## src/pkg/port_pins_params.svh

```systemverilog
`ifndef PORT_PINS_PARAMS_SVH
`define PORT_PINS_PARAMS_SVH
`define PORT_WIDTH         8
`define OD_LATCH_RESET     8'hff
`define IN_LATCH_RESET     8'hff
`define TRIG_BIT           1
`define CHAN_SEL_WIDTH     3
`endif

```

## src/pkg/port_pins_pkg.sv

```systemverilog
package port_pins_pkg;
  typedef enum logic [2:0] {
    BUS_IDLE = 3'b001,
    BUS_ADDR = 3'b010,
    BUS_DATA = 3'b100
  } bus_state_t;
  typedef logic [7:0] port_byte_t;
endpackage

```

## src/pkg/input_cfg_if.sv

```systemverilog
`timescale 1ns/10ps
interface input_cfg_if;
  logic [7:0] analog_mode;
  logic [7:0] digital_value;
  modport owner (output analog_mode, output digital_value);
  modport user  (input analog_mode, input digital_value);
endinterface

```

## src/hw/port_pins.sv

```systemverilog
`timescale 1ns/10ps
`include "port_pins_params.svh"
// Notes on behaviour
// - first port: eight open-drain pins, pull low only, no pull-up
// - writing one to a latch bit releases that pin for input
// - external data access puts address byte, then data byte, on first port
// - during address phase and write data phase ones are driven high actively; read data phase releases all pins
// - second port: eight input-only pins, never driven
// - second port pins are analog inputs after reset
// - writing zero to a second port bit makes it digital input
// - converter channel chosen by converter control field, not port logic
// - second pin of second port triggers counter capture or reload
// - same pin gives counter count direction
module port_pins
  import port_pins_pkg::*;
(
  // clock and reset
  input  wire logic       core_clk,
  input  wire logic       nrst,
  // first port latch
  input  wire logic       od_latch_wr,
  input  wire port_byte_t od_latch_wdata,
  output logic [7:0]      od_port_read,
  // external data access request
  input  wire logic       xmem_start,
  input  wire logic       xmem_write,
  input  wire port_byte_t ext_addr_low,
  input  wire port_byte_t xmem_wdata,
  output logic [7:0]      xmem_rdata,
  output logic            xmem_done,
  output logic            addr_phase,
  // first port pins
  input  wire port_byte_t od_port_in,
  output logic [7:0]      od_port_out,
  output logic [7:0]      od_port_oe,
  // second port
  input  wire logic       in_latch_wr,
  input  wire port_byte_t in_latch_wdata,
  input  wire port_byte_t input_port_in,
  output logic [7:0]      input_port_read,
  output logic [7:0]      analog_mode,
  // converter channel from converter_control_two
  input  wire logic [2:0] converter_chan_sel,
  output logic [2:0]      analog_input_channel,
  // counter two
  output logic            counter2_trigger_dir_input
);
  input_cfg_if cfg ();
  bus_state_t  state_reg;
  port_byte_t  od_latch_reg;
  port_byte_t  xaddr_reg;
  port_byte_t  xdata_reg;
  logic        xwr_reg;

  input_port u_input (
    .core_clk    (core_clk),
    .nrst        (nrst),
    .latch_wr    (in_latch_wr),
    .latch_wdata (in_latch_wdata),
    .pin_in      (input_port_in),
    .cfg         (cfg)
  );

  always_ff @(posedge core_clk or negedge nrst) begin
    if (!nrst) begin
      od_latch_reg <= `OD_LATCH_RESET;
    end else if (od_latch_wr) begin
      od_latch_reg <= od_latch_wdata;
    end
  end

  always_ff @(posedge core_clk or negedge nrst) begin
    if (!nrst) begin
      state_reg <= BUS_IDLE;
      xaddr_reg <= 8'h00;
      xdata_reg <= 8'h00;
      xwr_reg   <= 1'b0;
    end else begin
      case (state_reg)
        BUS_IDLE: begin
          if (xmem_start) begin
            state_reg <= BUS_ADDR;
            xaddr_reg <= ext_addr_low;
            xdata_reg <= xmem_wdata;
            xwr_reg   <= xmem_write;
          end
        end
        BUS_ADDR: state_reg <= BUS_DATA;
        BUS_DATA: state_reg <= BUS_IDLE;
        default:  state_reg <= BUS_IDLE;
      endcase
    end
  end

  // pin drive
  always_ff @(posedge core_clk or negedge nrst) begin
    if (!nrst) begin
      od_port_out <= 8'h00;
      od_port_oe  <= 8'h00;
    end else if (xmem_start && state_reg == BUS_IDLE) begin
      od_port_out <= ext_addr_low;
      od_port_oe  <= 8'hff;
    end else if (state_reg == BUS_ADDR) begin
      od_port_out <= xdata_reg;
      od_port_oe  <= xwr_reg ? 8'hff : 8'h00;
    end else begin
      od_port_out <= 8'h00;
      od_port_oe  <= ~(od_latch_wr ? od_latch_wdata : od_latch_reg);
    end
  end

  // status and reads
  always_ff @(posedge core_clk or negedge nrst) begin
    if (!nrst) begin
      xmem_done       <= 1'b0;
      xmem_rdata      <= 8'h00;
      addr_phase      <= 1'b0;
      od_port_read    <= 8'h00;
      input_port_read <= 8'h00;
      analog_mode     <= `IN_LATCH_RESET;
    end else begin
      xmem_done  <= state_reg == BUS_DATA;
      addr_phase <= xmem_start && state_reg == BUS_IDLE;
      if (state_reg == BUS_DATA && !xwr_reg) begin
        xmem_rdata <= od_port_in;
      end
      od_port_read    <= od_port_in;
      input_port_read <= cfg.digital_value;
      analog_mode     <= cfg.analog_mode;
    end
  end

  always_ff @(posedge core_clk or negedge nrst) begin
    if (!nrst) begin
      analog_input_channel       <= 3'h0;
      counter2_trigger_dir_input <= 1'b0;
    end else begin
      analog_input_channel       <= converter_chan_sel;
      counter2_trigger_dir_input <= cfg.digital_value[`TRIG_BIT];
    end
  end
endmodule

```

## src/hw/input_port.sv

```systemverilog
`timescale 1ns/10ps
`include "port_pins_params.svh"
module input_port
  import port_pins_pkg::*;
(
  // clock and reset
  input  wire logic       core_clk,
  input  wire logic       nrst,
  // latch write
  input  wire logic       latch_wr,
  input  wire port_byte_t latch_wdata,
  // pins
  input  wire port_byte_t pin_in,
  input_cfg_if.owner      cfg
);
  port_byte_t mode_reg;
  port_byte_t value_reg;

  always_ff @(posedge core_clk or negedge nrst) begin
    if (!nrst) begin
      mode_reg <= `IN_LATCH_RESET;
    end else if (latch_wr) begin
      mode_reg <= latch_wdata;
    end
  end

  // analog pins read as zero
  always_ff @(posedge core_clk or negedge nrst) begin
    if (!nrst) begin
      value_reg <= 8'h00;
    end else begin
      value_reg <= pin_in & ~mode_reg;
    end
  end

  assign cfg.analog_mode   = mode_reg;
  assign cfg.digital_value = value_reg;
endmodule

```

## config.mk

```make
export PLATFORM = sky130hd
export DESIGN_NAME = port_pins
export DESIGN_NICKNAME = d
export VERILOG_FILES = /design/src/pkg/port_pins_pkg.sv /design/src/pkg/input_cfg_if.sv /design/src/hw/port_pins.sv /design/src/hw/input_port.sv
export VERILOG_INCLUDE_DIRS = /design/src /design/src/pkg
export SDC_FILE = /design/constraint.sdc
export NUM_CORES = 1
export LEC_CHECK = 0
export BUFFER_PORTS_ARGS = -buffer_cell sky130_fd_sc_hd__buf_2
export CAP_MARGIN = 20
export CORE_MARGIN = 2
export CORE_UTILIZATION = 51
export DETAILED_ROUTE_END_ITERATION = 8
export PLACE_DENSITY_LB_ADDON = 0.15
export SYNTH_ARGS = -nofsm -noshare
export SYNTH_HDL_FRONTEND = slang
export SYNTH_SLANG_ARGS = --single-unit
export TNS_END_PERCENT = 1
```

## constraint.sdc

```tcl
create_clock -name core_clk -period 3.7 [get_ports core_clk]
set_input_delay 0.555 -clock core_clk [delete_from_list [all_inputs] [get_ports core_clk]]
set_output_delay 0.555 -clock core_clk [all_outputs]
set_load 0.01 [all_outputs]
```

After elaboration in Yosys (flattened, before gate mapping)
Cells that the tools add are included.
- bits in registers: 90
- equality and inequality tests: 4
- muxes and demuxes: 8
- bitwise gates (word level): 3
- reductions and logical operators: 4
- operators with widths (kind ; count):
    $mux 8 ; 6
    $not 8->8 ; 2
    $and 8x8->8 ; 1
    $pmux 3 s2 ; 1
    $eq 3x1->1 const B ; 1
    $eq 3x2->1 const B ; 1
    $eq 3x3->1 const B ; 1
    $mux 3 ; 1
    $logic_and 1x1->1 ; 2
    $ne 2x2->1 const B ; 1
    $reduce_and 2->1 ; 1
    $logic_not 1->1 ; 1

Longest topological paths before layout
Gate-level depths: netlist (run 1).
- depth after elaboration: 4
- gate-level depth with buffers: 5
- depth with buffers taken out: 3

By module
Synthesis (run 1) repeated with hierarchy kept, for this count alone.
- cell total of the unflattened synthesis: 161
- area, all modules: 2961.6 um^2
- by module, submodules not included (module ; instances ; cells an instance ; area each (um^2) ; sequential area each (um^2)):
    port_pins ; 1 ; 128 ; 2369.8 ; 1848.0
    input_port ; 1 ; 33 ; 591.8 ; 410.4

Least setup slack after synthesis (run 1)
Ideal clock, no wire load.
- path type: in2reg
- start point: in od_latch_wr
- end point: reg od_port_oe[0]
- library setup time: 0.082 ns
- data arrival time: 1.341 ns
- required time: 3.618 ns
- slack: 2.277 ns
- stages on the path: 3
- path buffers: 1
- cell sequence: clkbuf_1 > mux2_2 > a31oi_1
- longest elaborated chain between the ends: 4
- ends and longest elaborated chain (what ; RTL line ; source):
    start, declared ; port_pins.sv:21 ; input wire logic od_latch_wr,
    $mux 8 ; port_pins.sv:108 ; od_port_oe <= ~(od_latch_wr ? od_latch_wdata : od_latch_reg);
    $not 8->8 ; port_pins.sv:108 ;
    $mux 8 ; port_pins.sv:103 ; end else if (state_reg == BUS_ADDR) begin
    $mux 8 ; port_pins.sv:100 ; end else if (xmem_start && state_reg == BUS_IDLE) begin
    end signal, assigned ; port_pins.sv:105 ; od_port_oe <= xwr_reg ? 8'hff : 8'h00;
    end signal, assigned ; port_pins.sv:108 ;
    end, declared ; port_pins.sv:35 ; output logic [7:0] od_port_oe,
No other way between the ends.
A chain may end at the register's enable or synchronous reset.

Worst setup path after layout (run 1)
- start point: reg state_reg[0]
- end point: reg xdata_reg[0]
- longest elaborated chain between the ends: 2
- ends and longest elaborated chain (what ; RTL line ; source):
    start, declared ; port_pins.sv:49 ; bus_state_t state_reg;
    start signal, assigned ; port_pins.sv:74 ; state_reg <= BUS_IDLE;
    start signal, assigned ; port_pins.sv:82 ; state_reg <= BUS_ADDR;
    start signal, assigned ; port_pins.sv:88 ; BUS_ADDR: state_reg <= BUS_DATA;
    $eq 3x1->1 ; port_pins.sv:79 ; case (state_reg)
    $reduce_and 2->1 (no line) ; -- ;
    end signal, assigned ; port_pins.sv:84 ; xdata_reg <= xmem_wdata;
    end, declared ; port_pins.sv:52 ; port_byte_t xdata_reg;
No other way between the ends.

==> results of run 1 <==
power by group through the flow:
| stage | registers, uW | clock network [uW] | logic, uW |
|---|---|---|---|
| finish | 1300 | 701 | 489 |
| global route | 1320 | 761 | 538 |
| CTS | 1300 | 723 | 497 |
| detailed placement | 1320 | 0 | 497 |
| global placement | 1310 | 0 | 482 |
| floorplan | 1370 | 0 | 234 |
cell type report:
type,count,area (sq um)
clock buffer,13,148.9
clock inverter,3,65.06
fill,407,1737
inverter,3,15.01
multi-input combinational,63,611.8
sequential,89,2258
tap,72,90.09
timing repair buffer,111,580.6
routing by layer:
| metal | track usage (%) | wire length [um] |
|---|---|---|
| met2 | 28.15 | 2627 |
| met4 | 7.241 | 76 |
| met5 | 0 | 0 |
| met1 | 19.95 | 2005 |
| met3 | 5.090 | 363 |
through the flow:
step | hold slack [ns] | instances | util (%) | worst slack, ns | power (uW)
after global routing | 0.1625 | 354 | 68.46 | 1.720 | 2620
after CTS | 0.3100 | 353 | 67.96 | 1.816 | 2518
after detailed placement | 0.3347 | 337 | 64.08 | 1.757 | 1814
after global placement | 0.3323 | 337 | 64.08 | 1.823 | 1787
after floorplan | 0.2594 | 161 | - | 2.277 | 1602
final | 0.1521 | 354 | 68.46 | 1.823 | 2488
cell usage in the layout, fill, tap and decap left out, drive strengths merged:
cell type  netlist  layout
a22o             8       8
a31oi            8       8
buf              4     111
bufinv           0       2
clkbuf           2      13
clkinv           1       2
dfrtp           64      64
dfstp           25      25
inv              2       2
mux2            33      33
nand4bb          1       1
nor2             1       1
nor2b            8       8
nor3b            1       1
nor4b            2       2
or3b             1       1
cell families (layout without fill, tap and decap cells):
family	count (synthesis)	count (layout)	share of synthesized area [%]
AO/OA/AOI/OAI	16	16	4.108
buffers and inverters	9	130	1.840
flip-flops	89	89	77.24
multiplexers	33	33	12.71
AND/OR/NAND/NOR	14	14	4.108
critical path: cells and delay by family (launching register included):
family        cells  cell delay, ns
flops             1            0.59
mux               1            0.36
simple gates      1            0.43
buf+inv           1            0.37
synthesized netlist by cell type, drive strengths merged:
master    n  share of area (%)
nor2      1               0.13
mux2     33                 13
nor3b     1               0.26
or3b      1               0.30
clkbuf    2               0.26
clkinv    1               0.17
a31oi     8                1.7
nor4b     2                1.3
a22o      8                2.4
dfstp    25                 22
dfrtp    64                 55
buf       4                1.1
inv       2               0.34
nor2b     8                1.7
nand4bb   1               0.39
how the worst max path moves through the flow:
stage                            start       endpoint  slack, ns  depth (start not counted)
after global routing      state_reg[0]   xdata_reg[6]       1.72                          3
after CTS                 state_reg[0]   xdata_reg[6]       1.82                          3
after detailed placement    xmem_start   xdata_reg[6]       1.76                          4
after global placement      xmem_start   xdata_reg[7]       1.82                          4
final                     state_reg[0]   xdata_reg[0]       1.82                          3
after floorplan            od_latch_wr  od_port_oe[0]       2.28                          3
==> metrics, run 1 <==
RSZ-0062 raised after global routing no; vias in the first global route 1714; row cnt 27; Iteration-0 DRC Markers 25; all-layer global routing usage roughly 17%; DR pass1 iterations 3; final slew viol count 0; Synth Register Bits 89; Nets 334; Combinational Power Share approximately a fifth; Clock transition at path regs around 0.08 ns; CP max stage cell dfstp_2; post-route cell area about 3800 sq um; post-synthesis sequential area ratio 77.24%; setup_tns 0 ns; grt ovf 0; P_sw between 600 and 700 uW; R2R Path End xdata_reg[0]; worst slew pin tran approximately 0.71 ns; Reg2Reg Depth 3; Int Power around 1800 uW; R2R setup slack about 1.8 ns; initial antenna violation count 0; DRT Wirelength 5.072 mm; post-synth net total 218; Worst Setup Start Kind register; status finished clean; Setup CP Type register to register; post-synth cell types 19; period utilisation layout between 50% and 60%; Yosys warnings 0; Die Ht 79.72 um; hold buffers post-CTS 0; post-CTS sizing 0; Initial Utilization between 50 and 60%; Setup-failing EPs final 0; Critical Path Fanout Max 19; vias 1709; CP endpoint kind register; global-route wire length before repair ~8 mm; Hold WC Path Type input pin to async pin; Sequential Power Share between 50 and 60%; fmax about 0.53 GHz; WP data arrival around 2.1 ns; clock network fraction of total power between 20% and 30%; CTS tree built; die width roughly 80 um; power per standard cell area 660.1 nW/um^2; post-route ant nets 0; Avg WL per Cell 14.33 um; Clock Latency Late Sink approximately 0.33 ns; clk root buf clkbuf_8; synthesized area approximately 2900 sq um; largest net degree at the start of global routing 90; H-tree levels 3; DRC Markers 0; Req. time, crit path about 3.9 ns; crit-path cells nand4bb_1, inv_4, mux2_2; Worst slew margin between 50 and 60%; synth-to-layout area growth 28.93%; GPL Wtd Cong approximately 0.72; Post-CTS Setup Inserts 0; maximum VDD drop between 0.3 and 0.4 mV; Fin Clk Skew approximately 0.0074 ns; Avg Inst Size Synth 18.16 sq um; # IOs roughly 110; final worst path period need between 1.5 and 2 ns; Area after DPL ~3500 sq um; Max Cap Viol 0; Crit path largest cell delay around 0.59 ns; switching part of the total 25.72%; Mapped Cells 161; total CTS buffers 9; core area approximately 5500 sq um; IO Port Bufs 110; reg-to-reg startpoint state_reg[0]; # diodes 0; Final Hold Fails 0; Max clock buf depth 2; Sink Count 89; P_leak about 0.0019 uW; die area roughly 6400 sq um; layout cell share with drive strength beyond 1 ~66%; vias per cell about 4.8
No activity file was read; power rests on OpenSTA's default activity.
==> inputs of run 2 (changes only) <==
Settings changed: CORE_UTILIZATION 51 to 43.
Clock period 3.7 ns to 1.65 ns, I/O delays scaled along.
==> run 2 against run 1 <==
Critical endpoint is now xdata_reg[5]. Sequential share of layout area fell by 2.2 points. Sequential power is 120% higher. Critical path depth unchanged. Final area grew 3.8%. Combinational power increased by 140%.
==> metrics, run 2 (synthesis results as in run 1) <==
status finished clean; Hold WS 0.02394 ns (-0.1282 ns); DRC Markers 0 (unchanged); all-layer global routing usage 14.95% (-1.8 points); setup slack after layout 0.1727 ns (-1.650 ns); Clock Latency Late Sink 0.35 ns (+0.02 ns); post-CTS sizing 0 (unchanged); Critical Path Fanout Max 19 (unchanged); Post-CTS Setup Inserts 0 (unchanged); P_leak 0.001913 uW (+3.0%); largest net degree at the start of global routing 58 (-36%); Worst Setup Start Kind register; total CTS buffers 9 (unchanged); switching part of the total 27.18% (+1.5 points); Setup CP Type register to register; clock network fraction of total power 27.2% (-1.0 points); die width 86.46 um (+8.5%); worst slew pin tran 0.2918 ns (-0.4142 ns); die area 7475 sq um (+18%); most common cell after layout, fill and taps aside buf_2; Clock transition at path regs 0.08 ns (about the same); final worst path period need 1.477 ns (-0.3996 ns); Nets 349 (+4.5%); commonest non-fill, non-tap cells in the layout buf_2 (109), dfrtp_1 (64), mux2_2 (33); global-route wire length before repair 8.459 mm (+5.8%); DR pass1 iterations 4 (+1); fin util 58.56% (-9.9 points); WP data arrival 1.70 ns (-0.39 ns); initial antenna violation count 0 (unchanged); Setup-failing EPs final 0 (unchanged); GPL Wtd Cong 0.6858 (-4.9%); synth-to-layout area growth 33.80%; Max clock buf depth 2 (unchanged); Avg WL per Cell 13.76 um (-3.9%); vias 1721 (+0.70%); clk root buf clkbuf_8; crit-path cells nand4bb_1, inv_4, mux2_2; Iteration-0 DRC Markers 66 (+160%); hold buffers post-CTS 9 (+9); DP Worst Slack 0.1649 ns (-1.592 ns); vias per cell 4.565 (-5.4%); Die Ht 86.46 um (+8.5%); Max Cap Viol 0 (unchanged); power per standard cell area 1419 nW/um^2 (+110%); Combinational Power Share 20.6% (+0.9 points); # IOs 111 (unchanged); H-tree levels 3 (unchanged); period utilisation layout 89.53% (+39 points); DRT Wirelength 5.189 mm (+2.3%); Final Hold Fails 0 (unchanged); Post-DP HPWL 3.556 mm; P_sw 1509 uW (+140%); layout cell share with drive strength beyond 1 64.98% (-0.97 points); Req. time, crit path 1.88 ns (-2.04 ns); CP max stage cell dfstp_2; RSZ-0062 raised after global routing no; Fin Clk Skew 0.01344 ns (+0.006048 ns); setup_tns 0 ns (unchanged); CTS tree built; maximum VDD drop 0.6781 mV (+96%); Hold WC Path Type input pin to register; Initial Utilization 43.76% (-9.3 points); row cnt 30 (+11%); Int Power 4042 uW (+120%); vias in the first global route 1778 (+3.7%); IO Port Bufs 110 (unchanged); final slew viol count 0 (unchanged); post-route ant nets 0 (unchanged); Sequential Power Share 52.1% (about the same); grt ovf 0 (unchanged); Crit path largest cell delay 0.59 ns (about the same); Fill cells 552 (+36%); Sink Count 89 (unchanged); core area 6681 sq um (+21%); # diodes 0 (unchanged); Worst slew margin 80.55% (+28 points); CP endpoint kind register; fmax 0.6769 GHz (+27%)
[run 2: cell types whose count changed in the layout (fill, tap and decap cells not counted), sizes merged]
cell	before	now
dlygate4sd3	0	10
clkinv	2	1
clkbuf	13	11
bufinv	2	1
buf	111	116
inv	2	4
clkinvlp	0	2
[run 2: layout make-up]
cell class | count | area, sq um | area share [%]
Timing Repair Buffer | 126 | 723.2 | 18.48
Clock buffer | 11 | 141.4 | 3.614
Inverter | 3 | 15.01 | 0.3838
Multi-Input combinational cell | 63 | 611.8 | 15.64
Tap cell | 80 | 100.1 | 2.558
Sequential cell | 89 | 2258 | 57.72
Clock inverter | 5 | 62.56 | 1.599
[run 2: path summary, 6_finish.rpt]
path	from	end	slack, ns	cells after the start
setup / recovery	state_reg[0]	xdata_reg[5]	0.17	3
hold / removal	od_port_in[1]	od_port_read[1]	0.02	1
setup reg to reg	state_reg[0]	xdata_reg[5]	0.17	3
hold reg to reg	u_input.cfg.digital_value[3]	input_port_read[3]	0.35	0
max in group asynchronous	nrst	analog_mode[3]	0.90	3
min in group asynchronous	nrst	xdata_reg[3]	0.40	3
[run 2: through the flow]
step                total power, uW  instances  instance area, sq um
detailed placement             4090        351                  3608
global route                   5872        377                  3913
global placement               4057        351                  3608
finish                         5552        377                  3913
floorplan                      3593        161                  2924
CTS                            5626        376                  3902
[run 2: power groups by stage]
stage | logic (uW) | clock network, uW | registers [uW]
floorplan | 524 | 0 | 3070
global placement | 1130 | 0 | 2930
detailed placement | 1150 | 0 | 2940
CTS | 1170 | 1560 | 2900
global route | 1250 | 1660 | 2960
finish | 1150 | 1510 | 2890
[run 2: worst max-delay path, delay by kind of cell, from the launching register on]
kind | cells | cell delay [ns]
AND/OR/NAND/NOR | 1 | 0.19
multiplexers | 1 | 0.35
flip-flops | 1 | 0.59
buffers and inverters | 1 | 0.23
[run 2: metal layers]
metal	part of all wire, %	global-route usage (%)	up-vias
li1	-	-	819
met5	0	0	-
met4	1.3	7.670	0
met1	43	19.19	835
met3	6.6	4.571	7
met2	49	23.01	60
